File: src/core/rdcb_params.svh
// Offsets, field positions, reset values and timing constants of the control block
// ----------------------------------------------------------------------------
// Summary of operation
// ----------------------------------------------------------------------------
`ifndef RDCB_PARAMS_SVH
`define RDCB_PARAMS_SVH

// ----------------------------------------------------------------------------
// Register offsets
// ----------------------------------------------------------------------------
`define RDCB_OFS_DROP       8'ha0
`define RDCB_OFS_CMD        8'ha4
`define RDCB_OFS_DATA       8'ha8
`define RDCB_OFS_AFC        8'hac

// ----------------------------------------------------------------------------
// Field positions
// ----------------------------------------------------------------------------
`define RDCB_CMD_BUSY_BIT   31
`define RDCB_CMD_RNW_BIT    30
`define RDCB_CMD_IDX_HI     7
`define RDCB_CMD_IDX_LO     0
`define RDCB_HIGH_MSB       23
`define RDCB_HIGH_LSB       16
`define RDCB_LOW_MSB        15
`define RDCB_LOW_LSB        8
`define RDCB_AFC_DUR_MSB    7
`define RDCB_AFC_DUR_LSB    4
`define RDCB_AFC_MULT_BIT   3
`define RDCB_AFC_BRD_BIT    2
`define RDCB_AFC_ADD_BIT    1
`define RDCB_AFC_ANY_BIT    0
`define RDCB_LEVEL_SHIFT    6

// ----------------------------------------------------------------------------
// Reset values
// ----------------------------------------------------------------------------
`define RDCB_RST_DROP       32'h0000_0000
`define RDCB_RST_DATA       32'h0000_0000
`define RDCB_RST_INDEX      8'h00
`define RDCB_RST_AFC        24'h00_0000

// ----------------------------------------------------------------------------
// Timing
// ----------------------------------------------------------------------------
`define RDCB_CLK_NS         8
`define RDCB_JAM_UNIT_NS    100
`define RDCB_JAM_10M_EXTRA  22

`endif

File: src/core/rdcb_pkg.sv
// Types shared by the control block modules
package rdcb_pkg;

  typedef enum logic [0:0] {
    FC_IDLE,
    FC_PAUSED
  } rdcb_fc_e;

  typedef struct packed {
    logic        busy;
    logic        rnw;
    logic [7:0]  index;
    logic [31:0] data;
    logic [23:0] afc;
    logic [31:0] rdata;
    logic        rd_valid;
    logic        mac_req;
    logic        pause_req;
    logic [15:0] pause_time;
    rdcb_fc_e    fc_state;
  } rdcb_top_s;

endpackage : rdcb_pkg

File: src/core/rdcb_drop_counter.sv
// Dropped receive frame tally with clear on read and halfway event
`include "rdcb_params.svh"
module rdcb_drop_counter (
  input  wire logic        clk,
  input  wire logic        rst,
  input  wire logic        inc,
  input  wire logic        clr,
  output logic [31:0]      count,
  output logic             half_evt
);
  typedef struct packed {
    logic [31:0] count;
    logic        half;
  } rdcb_cnt_s;

  rdcb_cnt_s s_reg;
  rdcb_cnt_s s_next;

  always_comb begin
    s_next = s_reg;
    s_next.half = 1'b0;
    if (clr) begin
      s_next.count = {31'h0000_0000, inc};
    end else if (inc) begin
      s_next.count = s_reg.count + 32'h0000_0001;
      s_next.half = (s_reg.count == 32'h7fff_ffff);
    end
  end

  always_ff @(posedge clk) begin
    if (rst) begin
      s_reg <= '{count: `RDCB_RST_DROP, half: 1'b0};
    end else begin
      s_reg <= s_next;
    end
  end

  assign count    = s_reg.count;
  assign half_evt = s_reg.half;
endmodule : rdcb_drop_counter

File: src/core/rdcb_flow_ctrl.sv
// Dropped-frame tally, MAC CSR indirect access bridge and automatic flow control
`include "rdcb_params.svh"
module rdcb_flow_ctrl #(
  parameter int FIFO_W    = 14,
  parameter int JAM_CNT_W = 20,
  parameter int JAM_UNIT  = `RDCB_JAM_UNIT_NS
) (
  input  wire logic              CLK,
  input  wire logic              RST,
  // ----------------------------------------------------------------------------
  // Host register port
  // ----------------------------------------------------------------------------
  input  wire logic [7:0]        HOST_ADDR,
  input  wire logic              HOST_WR,
  input  wire logic              HOST_RD,
  input  wire logic [31:0]       HOST_WDATA,
  output logic [31:0]            HOST_RDATA,
  output logic                   HOST_RVALID,
  // ----------------------------------------------------------------------------
  // MAC CSR side
  // ----------------------------------------------------------------------------
  output logic                   MAC_CSR_REQ,
  output logic                   MAC_CSR_READ_NOT_WRITE,
  output logic [7:0]             MAC_CSR_INDEX,
  output logic [31:0]            MAC_CSR_WDATA,
  input  wire logic              MAC_CSR_ACK,
  input  wire logic [31:0]       MAC_CSR_RDATA,
  input  wire logic [15:0]       PAUSE_TIME_VALUE,
  // ----------------------------------------------------------------------------
  // Receive path status
  // ----------------------------------------------------------------------------
  input  wire logic              RX_FRAME_DROPPED,
  input  wire logic [FIFO_W-1:0] RX_FIFO_USED,
  input  wire logic              RX_PREAMBLE,
  input  wire logic              RX_ADDR_DONE,
  input  wire logic              RX_IS_MULTICAST,
  input  wire logic              RX_IS_BROADCAST,
  input  wire logic              RX_IS_OWN_ADDRESS,
  output logic                   DROP_HALFWAY_EVENT,
  // ----------------------------------------------------------------------------
  // MAC transmit side
  // ----------------------------------------------------------------------------
  input  wire logic              TX_ENABLED,
  input  wire logic              FULL_DUPLEX,
  input  wire logic              SPEED_100,
  output logic                   PAUSE_REQ,
  output logic [15:0]            PAUSE_TIME,
  input  wire logic              PAUSE_ACK,
  output logic                   BACKPRESSURE
);

  // ----------------------------------------------------------------------------
  // Parameter check
  // ----------------------------------------------------------------------------
  initial begin
    if (FIFO_W < 8 + `RDCB_LEVEL_SHIFT || FIFO_W > 24) begin
      $error("rdcb_flow_ctrl: FIFO_W out of range");
    end
  end

  // ----------------------------------------------------------------------------
  // Helpers
  // ----------------------------------------------------------------------------
  function automatic logic [FIFO_W:0] rdcb_level_bytes(input logic [7:0] lvl);
    return (FIFO_W + 1)'({lvl, 6'h00});
  endfunction : rdcb_level_bytes

  function automatic logic rdcb_hit(input logic [7:0] a, input logic wr, input logic [7:0] ofs);
    return wr && (a == ofs);
  endfunction : rdcb_hit

  // ----------------------------------------------------------------------------
  // State
  // ----------------------------------------------------------------------------
  rdcb_pkg::rdcb_top_s s_reg;
  rdcb_pkg::rdcb_top_s s_next;

  logic [31:0]   drop_count;
  logic          drop_half;
  logic          drop_clr;
  logic          jam_start;
  logic          jam_stop;
  logic          jam_active;

  // ----------------------------------------------------------------------------
  // Derived configuration
  // ----------------------------------------------------------------------------
  logic [7:0]    cfg_high;
  logic [7:0]    cfg_low;
  logic [3:0]    cfg_dur;
  logic          cfg_mult;
  logic          cfg_brd;
  logic          cfg_add;
  logic          cfg_any;
  logic          auto_enabled;
  logic          high_reached;
  logic          below_low;
  logic          frame_match;

  assign cfg_high     = s_reg.afc[`RDCB_HIGH_MSB:`RDCB_HIGH_LSB];
  assign cfg_low      = s_reg.afc[`RDCB_LOW_MSB:`RDCB_LOW_LSB];
  assign cfg_dur      = s_reg.afc[`RDCB_AFC_DUR_MSB:`RDCB_AFC_DUR_LSB];
  assign cfg_mult     = s_reg.afc[`RDCB_AFC_MULT_BIT];
  assign cfg_brd      = s_reg.afc[`RDCB_AFC_BRD_BIT];
  assign cfg_add      = s_reg.afc[`RDCB_AFC_ADD_BIT];
  assign cfg_any      = s_reg.afc[`RDCB_AFC_ANY_BIT];
  assign auto_enabled = cfg_any | cfg_mult | cfg_brd | cfg_add;

  // Level compare in bytes
  assign high_reached = {1'b0, RX_FIFO_USED} >= rdcb_level_bytes(cfg_high);
  assign below_low    = {1'b0, RX_FIFO_USED} < rdcb_level_bytes(cfg_low);

  // Half-duplex frame match
  always_comb begin
    frame_match = 1'b0;
    if (cfg_any) begin
      frame_match = RX_PREAMBLE;
    end else if (RX_ADDR_DONE) begin
      frame_match = (cfg_mult & RX_IS_MULTICAST)
                  | (cfg_brd & RX_IS_BROADCAST)
                  | (cfg_add & RX_IS_OWN_ADDRESS);
    end
  end

  assign jam_start = TX_ENABLED && !FULL_DUPLEX && high_reached && frame_match;
  assign jam_stop  = !TX_ENABLED || FULL_DUPLEX;

  // ----------------------------------------------------------------------------
  // Dropped frame tally
  // ----------------------------------------------------------------------------
  assign drop_clr = HOST_RD && (HOST_ADDR == `RDCB_OFS_DROP);

  rdcb_drop_counter i_rdcb_drop_counter (
    .clk      (CLK),
    .rst      (RST),
    .inc      (RX_FRAME_DROPPED),
    .clr      (drop_clr),
    .count    (drop_count),
    .half_evt (drop_half)
  );

  // ----------------------------------------------------------------------------
  // Backpressure timer
  // ----------------------------------------------------------------------------
  rdcb_jam_timer #(
    .CNT_W   (JAM_CNT_W),
    .UNIT_NS (JAM_UNIT)
  ) i_rdcb_jam_timer (
    .clk       (CLK),
    .rst       (RST),
    .start     (jam_start),
    .stop      (jam_stop),
    .code      (cfg_dur),
    .speed_100 (SPEED_100),
    .active    (jam_active)
  );

  // ----------------------------------------------------------------------------
  // Next state
  // ----------------------------------------------------------------------------
  always_comb begin
    s_next = s_reg;
    s_next.rd_valid = 1'b0;

    // Host read data, reserved bits zero
    if (HOST_RD) begin
      s_next.rd_valid = 1'b1;
      unique case (HOST_ADDR)
        `RDCB_OFS_DROP: begin
          s_next.rdata = drop_count;
        end
        `RDCB_OFS_CMD: begin
          s_next.rdata = {s_reg.busy, s_reg.rnw, 22'h00_0000, s_reg.index};
        end
        `RDCB_OFS_DATA: begin
          s_next.rdata = s_reg.data;
        end
        `RDCB_OFS_AFC: begin
          s_next.rdata = {8'h00, s_reg.afc};
        end
        default: begin
          s_next.rdata = 32'h0000_0000;
        end
      endcase
    end

    // Host writes; command and data held while busy
    if (!s_reg.busy) begin
      if (rdcb_hit(HOST_ADDR, HOST_WR, `RDCB_OFS_CMD)) begin
        s_next.rnw   = HOST_WDATA[`RDCB_CMD_RNW_BIT];
        s_next.index = HOST_WDATA[`RDCB_CMD_IDX_HI:`RDCB_CMD_IDX_LO];
        if (HOST_WDATA[`RDCB_CMD_BUSY_BIT]) begin
          s_next.busy    = 1'b1;
          s_next.mac_req = 1'b1;
        end
      end
      if (rdcb_hit(HOST_ADDR, HOST_WR, `RDCB_OFS_DATA)) begin
        s_next.data = HOST_WDATA;
      end
    end
    if (rdcb_hit(HOST_ADDR, HOST_WR, `RDCB_OFS_AFC)) begin
      s_next.afc = HOST_WDATA[23:0];
    end

    // MAC CSR access completion
    if (s_reg.mac_req && MAC_CSR_ACK) begin
      s_next.mac_req = 1'b0;
      s_next.busy    = 1'b0;
      if (s_reg.rnw) begin
        s_next.data = MAC_CSR_RDATA;
      end
    end

    // Pause frame handshake
    if (s_reg.pause_req && PAUSE_ACK) begin
      s_next.pause_req = 1'b0;
    end

    // Full-duplex pause control
    unique case (s_reg.fc_state)
      rdcb_pkg::FC_IDLE: begin
        if (FULL_DUPLEX && TX_ENABLED && cfg_any && high_reached && !s_reg.pause_req) begin
          s_next.pause_req  = 1'b1;
          s_next.pause_time = PAUSE_TIME_VALUE;
          s_next.fc_state   = rdcb_pkg::FC_PAUSED;
        end
      end
      rdcb_pkg::FC_PAUSED: begin
        if (!auto_enabled || !FULL_DUPLEX) begin
          s_next.fc_state = rdcb_pkg::FC_IDLE;
        end else if (TX_ENABLED && below_low && !s_reg.pause_req) begin
          s_next.pause_req  = 1'b1;
          s_next.pause_time = 16'h0000;
          s_next.fc_state   = rdcb_pkg::FC_IDLE;
        end
      end
    endcase

    // Transmitter off withdraws any pending pause
    if (!TX_ENABLED) begin
      s_next.pause_req = 1'b0;
    end
  end

  // ----------------------------------------------------------------------------
  // State register
  // ----------------------------------------------------------------------------
  always_ff @(posedge CLK) begin
    if (RST) begin
      s_reg <= '{
        busy:       1'b0,
        rnw:        1'b0,
        index:      `RDCB_RST_INDEX,
        data:       `RDCB_RST_DATA,
        afc:        `RDCB_RST_AFC,
        rdata:      32'h0000_0000,
        rd_valid:   1'b0,
        mac_req:    1'b0,
        pause_req:  1'b0,
        pause_time: 16'h0000,
        fc_state:   rdcb_pkg::FC_IDLE
      };
    end else begin
      s_reg <= s_next;
    end
  end

  // ----------------------------------------------------------------------------
  // Outputs
  // ----------------------------------------------------------------------------
  assign HOST_RDATA             = s_reg.rdata;
  assign HOST_RVALID            = s_reg.rd_valid;
  assign MAC_CSR_REQ            = s_reg.mac_req;
  assign MAC_CSR_READ_NOT_WRITE = s_reg.rnw;
  assign MAC_CSR_INDEX          = s_reg.index;
  assign MAC_CSR_WDATA          = s_reg.data;
  assign DROP_HALFWAY_EVENT     = drop_half;
  assign PAUSE_REQ              = s_reg.pause_req;
  assign PAUSE_TIME             = s_reg.pause_time;
  assign BACKPRESSURE           = jam_active;

endmodule : rdcb_flow_ctrl

File: src/core/rdcb_jam_timer.sv
// Backpressure duration timer
`include "rdcb_params.svh"
module rdcb_jam_timer #(
  parameter int CNT_W   = 20,
  parameter int UNIT_NS = `RDCB_JAM_UNIT_NS
) (
  input  wire logic        clk,
  input  wire logic        rst,
  input  wire logic        start,
  input  wire logic        stop,
  input  wire logic [3:0]  code,
  input  wire logic        speed_100,
  output logic             active
);
  typedef struct packed {
    logic [CNT_W-1:0] left;
    logic             active;
  } rdcb_jam_s;

  rdcb_jam_s s_reg;
  rdcb_jam_s s_next;

  function automatic logic [CNT_W-1:0] rdcb_jam_cycles(input logic [3:0] c, input logic fast);
    int tenths;
    tenths = (c < 4'h3) ? 50 * (int'(c) + 1) : ((c == 4'h3) ? 250 : 500 * (int'(c) - 3));
    if (!fast) begin
      tenths = tenths + `RDCB_JAM_10M_EXTRA;
    end
    return CNT_W'((tenths * UNIT_NS) / `RDCB_CLK_NS);
  endfunction : rdcb_jam_cycles

  initial begin
    if (CNT_W < 8 || CNT_W > 31 || UNIT_NS < `RDCB_CLK_NS) begin
      $error("rdcb_jam_timer: unsupported parameters");
    end
  end

  always_comb begin
    s_next = s_reg;
    if (stop) begin
      s_next.active = 1'b0;
      s_next.left = '0;
    end else if (start) begin
      s_next.active = 1'b1;
      s_next.left = rdcb_jam_cycles(code, speed_100);
    end else if (s_reg.active) begin
      s_next.left = s_reg.left - CNT_W'(1);
      s_next.active = (s_reg.left > CNT_W'(1));
    end
  end

  always_ff @(posedge clk) begin
    if (rst) begin
      s_reg <= '{left: '0, active: 1'b0};
    end else begin
      s_reg <= s_next;
    end
  end

  assign active = s_reg.active;
endmodule : rdcb_jam_timer

File: config.mk
export PLATFORM = sky130hd
export DESIGN_NAME = rdcb_flow_ctrl
export DESIGN_NICKNAME = d
export VERILOG_FILES = /design/src/core/rdcb_pkg.sv /design/src/core/rdcb_drop_counter.sv /design/src/core/rdcb_flow_ctrl.sv /design/src/core/rdcb_jam_timer.sv
export VERILOG_INCLUDE_DIRS = /design/src /design/src/core
export SDC_FILE = /design/constraint.sdc
export NUM_CORES = 1
export LEC_CHECK = 0
export ABC_AREA = 1
export ABC_CLOCK_PERIOD_IN_PS = 6800
export BUFFER_PORTS_ARGS = -buffer_cell sky130_fd_sc_hd__buf_2
export CORE_MARGIN = 2
export CORE_UTILIZATION = 58
export DETAILED_ROUTE_END_ITERATION = 7
export PLACE_DENSITY = 0.86
export SLEW_MARGIN = 5
export SYNTH_ARGS = -nofsm -noshare
export SYNTH_HDL_FRONTEND = slang
export SYNTH_SLANG_ARGS = --single-unit
File: constraint.sdc
create_clock -name CLK -period 6.8 [get_ports CLK]
set_input_delay 0.34 -clock CLK [delete_from_list [all_inputs] [get_ports CLK]]
set_output_delay 0.34 -clock CLK [all_outputs]
set_load 0.005 [all_outputs]
==> impl_metrics.tcl, run 1 <==
set metrics [dict create \
    dpl-instance-area_um2 13080 \
    post_cts_buffers 0 \
    ys_seq_area_share_pct 27.47 \
    postLayoutCellArea_um2 13720 \
    maxCapViolations 0 \
    cts_tree "done" \
    grt_overflow_total 0 \
    required_ns 7.15 \
    vias_per_cell 5.526 \
    fin_worst_skew_ns 0.01760 \
    utilization_pct 65.05 \
    irDropWorstVdd_mv 0.1429 \
    p_per_area_nw_per_um2 159.9 \
    syn_avg_cell_area_um2 6.817 \
    ctsLongestPathBuffers 2 \
    routedWlPerCell_um 15.74 \
    slowest_delay_ns 0.53 \
    drt-total-wl_um 34860 \
    status "finished, final reports clean" \
    crit_fanout 8 \
    initial_core_util_pct 59.45 \
    synth_edf_count 0 \
    final-max-slew-violation-count 0 \
    die_area_um2 22810 \
    core-area_um2 21090 \
    first_pass_iters 5 \
    die_h_um 151.0 \
    fmax_mhz 159.6 \
    ctsHtreeMaxLevel 4 \
    io_buffers 210 \
    ant_nets 0 \
    worst_pin_slew_ns 1.106 \
    netlist-cell-type-count 52 \
    grt_pass1_vias 11520 \
    async_reset_ff_share_pct 0 \
    grt_max_degree 87 \
    clkTransAtPathRegs_ns 0.08 \
    antenna_found_initial 2 \
    rsz0062_at_grt "no" \
    vias 12240 \
    clockRootBuffer "clkbuf_16" \
    period_share_pct 92.15 \
    slew-limit-headroom_pct 26.22 \
    drt_iter0_drc 962 \
    drive_gt1_share_pct 15.88 \
    arrival_ns 6.62 \
    gp_congestion 0.9625 \
    crit_slowest_cell "fa_1" \
    synthTopCellsByArea "dfxtp_1 27%, nand2_1 12%, ha_1 9.9%" \
    gr-usage-all-layers_pct 30.54 \
    syn_inst 1839 \
    hold_viol_final 0 \
    leakage_nw 6.978 \
    rows 53 \
    synth_flop_cell "dfxtp_1" \
    grt_pass1_wl_um 55900 \
    ys.warnings.count 0 \
    clock-sinks 172 \
    io_pins 211 \
    worstHoldPathType "in2reg" \
    synth_top_area_share_pct 27.47 \
    syn_area_um2 12540 \
    yosys.area.top_type "dfxtp_1" \
    numCtsBuffers 17 \
    startpoint_type "register" \
    nNetsFinal 2163 \
    setup_viol 0 \
    syn_to_final_growth_pct 9.411 \
    synth-seq-cells 172 \
    tns_ns 0 \
    min_period_ns 6.266 \
    dp_hpwl_um 26230 \
    clk_latency_ns 0.44 \
    die_w_um 151.0 \
    crit_path_end_kind "register" \
    remaining_drc_errors 0 \
    synth_nets 2076 \
    crit_type "reg2reg" \
]
==> kinds of logic (layout without fill, tap and decap cells) <==
logic type	after synthesis	in the layout	share of synthesized area [%]
DFF	172	172	27.47
adders and majority gates	120	120	13.23
xor gates and xnor gates	34	34	2.375
other	0	1	0
and+or+nand+nor	723	723	25.56
AOI/OAI and AO/OA	357	357	15.45
buffers and inverters	433	533	15.92
==> placed cells by master, fill, tap and decap left out, types with 15 or more instances in the layout <==
cell type | Yosys | layout
xor2_1 | 28 | 27
nand3_1 | 123 | 122
nand2_1 | 389 | 388
fa_1 | 21 | 21
clkbuf_16 | 0 | 17
a21oi_1 | 183 | 183
dfxtp_1 | 172 | 168
nor3_1 | 21 | 21
o221ai_1 | 15 | 15
inv_1 | 273 | 273
o21ai_0 | 109 | 109
nand4_1 | 21 | 21
nor2_1 | 117 | 115
buf_2 | 15 | 210
ha_1 | 99 | 98
==> critical path, delay by kind of cell, from the launching register on <==
family	cells	cell delay, ns
adder cells (fa/ha/maj)	8	3.18
buffers and inverters	9	0.64
AND/OR/NAND/NOR	16	1.80
AO/OA/AOI/OAI	2	0.14
flip-flops	1	0.39
==> per-stage QoR <==
| step | cells | hold slack [ns] | worst slack, ns | total power, W |
|---|---|---|---|---|
| floorplan | 1839 | 0.4394 | 0.6703 | 0.001146 |
| global placement | 2182 | 0.4493 | 0.4251 | 0.001220 |
| detailed placement | 2182 | 0.4532 | 0.3130 | 0.001226 |
| CTS | 2214 | 0.1371 | 0.3028 | 0.002190 |
| global route | 2215 | 0.1349 | 0.009004 | 0.002259 |
| finish | 2215 | 0.1395 | 0.5335 | 0.002193 |
==> metal layers <==
| metal | global-route usage, % | vias to the layer above | share of wire (%) |
|---|---|---|---|
| li1 | - | 6046 | - |
| met1 | 37.00 | 5599 | 41 |
| met2 | 53.75 | 512 | 49 |
| met3 | 5.994 | 82 | 7.5 |
| met4 | 11.12 | 2 | 2.8 |
| met5 | 0 | - | 0.037 |
==> repair_timing <==
action	4_1_cts	5_1_grt
gates resized for setup	0	11
setup endpoints to repair	0	8
hold buffers	0	0
==> layout make-up <==
| type | instances | area (um^2) |
|---|---|---|
| diodes | 1 | 2.502 |
| clock buffers | 17 | 425.4 |
| clock inverters | 15 | 172.7 |
| fillers | 1862 | 7371 |
| inverters | 282 | 1065 |
| multi-input cells | 1234 | 7136 |
| flip-flops and latches | 172 | 3453 |
| well taps | 275 | 344.1 |
| repair buffers | 219 | 1119 |
==> worst paths after layout <==
check,endpoint,startpoint,cells after the start,slack (ns)
worst min register to register,HOST_RDATA[5]$_SDFFE_PP0P_,HOST_RDATA[5]$_SDFFE_PP0P_,2,0.46
worst max register to register,i_rdcb_jam_timer.s_reg[20]$_SDFFE_PP0P_,cfg_dur[2]$_SDFFE_PP0P_,35,0.53
worst min-delay path,PAUSE_TIME[3]$_SDFFE_PP0P_,PAUSE_TIME_VALUE[3],3,0.14
worst max-delay path,i_rdcb_jam_timer.s_reg[20]$_SDFFE_PP0P_,cfg_dur[2]$_SDFFE_PP0P_,35,0.53
==> synthesized netlist by cell type, drive strengths merged (2+ instances only) <==
library cell and number:
o22ai 14, nand3 126, fa 21, a211oi 2, nor2 124, ha 99
o221ai 15, o21a 4, buf 112, nand4 21, nand2 406, a21oi 184
nor3b 3, or2 4, dfxtp 172, nand3b 9, nor3 23, xor2 28
inv 279, nor4 6, o211ai 5, a31oi 3, clkbuf 39, a21o 2
xnor2 6, clkinv 3, o21ai 125
==> where the power goes <==
part,internal [W],leakage (nW),switching [W]
registers,0.00101,1.39,0.00000155
clock network,0.000496,0.292,0.000493
logic,0.0000733,5.30,0.000122
total,0.00158,6.98,0.000617
No activity file was read; power rests on OpenSTA's default activity.
==> inputs of run 2 (changes only) <==
- ABC_CLOCK_PERIOD_IN_PS: 6800 -> 5800
- CORE_UTILIZATION: 58 -> 45
- HOLD_SLACK_MARGIN: default -> 0.02
- PLACE_DENSITY: 0.86 -> 0.7
- clock period: 6.8 -> 5.8 ns (I/O delays scaled with it)
==> run 2 against run 1 <==
Against the previous run: critical path depth down 1; clock-buffer cell count rose by 1; wire length is 9.9% higher; cell count increased by 7.6%; via count up 1.3%; register-to-register slack worse by 0.38 ns; utilization decreased by 11 points; total power increased by 18%; largest power group unchanged.
==> impl_metrics.tcl, run 2 (synthesis gave the netlist of run 1 again) <==
set metrics [dict create \
    critPathBufInv 8 \
    rows 61 \
    use_met2_pct 44.15 \
    hold_viol_final 0 \
    utilization_pct 54.30 \
    holdPathStages 3 \
    core-area_um2 27630 \
    min_period_ns 5.648 \
    slew-limit-headroom_pct 27.10 \
    dpl-instance-area_um2 13710 \
    crit_slowest_cell "fa_1" \
    fmax_mhz 177.1 \
    syn_to_final_growth_pct 19.67 \
    p_clk_share_pct 43.9 \
    drive_gt1_share_pct 24.51 \
    pwr-share-seq_pct 45.7 \
    combPwrFrac_pct 10.4 \
    clockRootBuffer "clkbuf_16" \
    worst_slack_ns 0.1519 \
    die_area_um2 29210 \
    post-place-ws_ns -0.2947 \
    dp_hpwl_um 28840 \
    worstHoldPathType "in2reg" \
    final_cell_mix "365 x nand2_1, 251 x inv_1, 209 x buf_2, 176 x a21oi_1, 168 x dfxtp_1" \
    crit_path_end_kind "register" \
    irDropWorstVdd_mv 0.1408 \
    tns_ns 0 \
    leakage_nw 7.278 \
    die_w_um 170.9 \
    required_ns 6.14 \
    ant_nets 0 \
    grt_overflow_total 0 \
    drt-total-wl_um 38300 \
    clkTransAtPathRegs_ns 0.07 \
    postLayoutCellArea_um2 15000 \
    power.switching_w 0.0006950 \
    regToRegEndpoint "i_rdcb_jam_timer.s_reg[20]$_SDFFE_PP0P_" \
    antenna_found_initial 2 \
    die_h_um 170.9 \
    status "finished, final reports clean" \
    final_common_cell "nand2_1" \
    setup_viol 0 \
    path_depth 34 \
    first_pass_iters 5 \
    r2r-start "cfg_dur[0]$_SDFFE_PP0P_" \
    maxCapViolations 0 \
    grt_pass1_wl_um 59930 \
    dp_cells 2341 \
    final.fill_count 2773 \
    cts_tree "done" \
    period_share_pct 97.38 \
    rsz0062_at_grt "yes" \
    remaining_drc_errors 0 \
    clock-sinks 172 \
    gr-usage-all-layers_pct 25.86 \
    slowest_delay_ns 0.53 \
    reg2reg_depth 34 \
    grt_max_degree 87 \
    routedWlPerCell_um 16.07 \
    vias 12400 \
    gp_congestion 0.9393 \
    crit_fanout 5 \
    fin_worst_skew_ns 0.01079 \
    crit_type "reg2reg" \
    intPower_w 0.001891 \
    nNetsFinal 2227 \
    met1_usage_pct 32.39 \
    initial_core_util_pct 45.38 \
    grt_pass1_vias 11770 \
    critPathTopFamily "adder cells" \
    vias_per_cell 5.202 \
    io_buffers 210 \
    use_met3_pct 4.418 \
    worst_pin_slew_ns 1.092 \
    drt_iter0_drc 936 \
    ctsHtreeMaxLevel 4 \
    hold_buffers 0 \
    p_per_area_nw_per_um2 172.3 \
    grt_busiest_layer "met2" \
    critPathCapture "i_rdcb_jam_timer.s_reg[20]$_SDFFE_PP0P_" \
    final-max-slew-violation-count 0 \
    numCtsBuffers 17 \
    sw_frac_of_total_pct 26.88 \
    cpMostUsedCell "nand3_2" \
    arrival_ns 5.99 \
    clk_latency_ns 0.44 \
    final_cell_count_no_fill 2383 \
    ctsLongestPathBuffers 2 \
    critical_path.startpoint "cfg_dur[0]$_SDFFE_PP0P_" \
    startpoint_type "register" \
    rrSetupSlack_ns 0.15 \
    io_pins 211 \
]
-- run 2: cell count changes in the layout (fill, tap and decap cells not counted), sizes merged --
cell and delta:
clkinv -5, bufinv +1, inv -2, clkinvlp +5, buf +64, clkbuf +1, diode +1
-- run 2: what timing repair did --
item / 4_1_cts / 5_1_grt
endpoints found under the setup margin: 11 / 12
buffers inserted: 2 / 6
hold endpoints to repair: 0 / 0
resized for setup: 23 / 122
pin swaps: 9 / 58
-- run 2: how the worst min path moves through the flow --
stage | from | to | slack [ns]
floorplan | PAUSE_TIME_VALUE[10] | PAUSE_TIME[10]$_SDFFE_PP0P_ | 0.44
global placement | HOST_RDATA[28]$_SDFFE_PP0P_ | HOST_RDATA[28]$_SDFFE_PP0P_ | 0.45
detailed placement | MAC_CSR_INDEX[6]$_SDFFE_PP0P_ | MAC_CSR_INDEX[6]$_SDFFE_PP0P_ | 0.46
CTS | PAUSE_TIME_VALUE[6] | PAUSE_TIME[6]$_SDFFE_PP0P_ | 0.09
global route | PAUSE_TIME_VALUE[6] | PAUSE_TIME[6]$_SDFFE_PP0P_ | 0.1
finish | PAUSE_TIME_VALUE[4] | PAUSE_TIME[4]$_SDFFE_PP0P_ | 0.10
-- run 2: final cells by class --
type,instances,area (um^2),share of cell area (%)
Clock inverter,14,136.4,0.9090
Multi-Input combinational cell,1234,7826,52.16
Inverter,282,1070,7.130
Clock buffer,18,429.2,2.860
Tap cell,378,473.0,3.152
Sequential cell,172,3458,23.05
Timing Repair Buffer,283,1605,10.70
Antenna cell,2,5.005,0.03336
-- run 2: worst min-delay path: cells and delay by family --
kind	cells	cell delay (ns)
simple gates	1	0.05
buf+inv	1	0.10
compound gates	1	0.05
-- run 2: metal layers --
metal	part of all wire, %	routed length, um
met1	43	16540
met3	5.4	2076
met4	3.4	1296
met2	48	18370
met5	0.034	13
-- run 2: per-stage QoR --
stage | power, W | hold WS (ns)
finish | 0.002586 | 0.1001
global route | 0.002667 | 0.09502
CTS | 0.002570 | 0.09171
detailed placement | 0.001452 | 0.4552
global placement | 0.001447 | 0.4514
floorplan | 0.001344 | 0.4374
-- run 2: power groups by stage --
stage / sequential (W) / clock (W) / combinational [W]
global placement: 0.00121 / 0 / 0.000235
global route: 0.00118 / 0.00119 / 0.000299
CTS: 0.00118 / 0.00114 / 0.000245
detailed placement: 0.00121 / 0 / 0.000240
floorplan: 0.00121 / 0 / 0.000133
finish: 0.00118 / 0.00114 / 0.000268
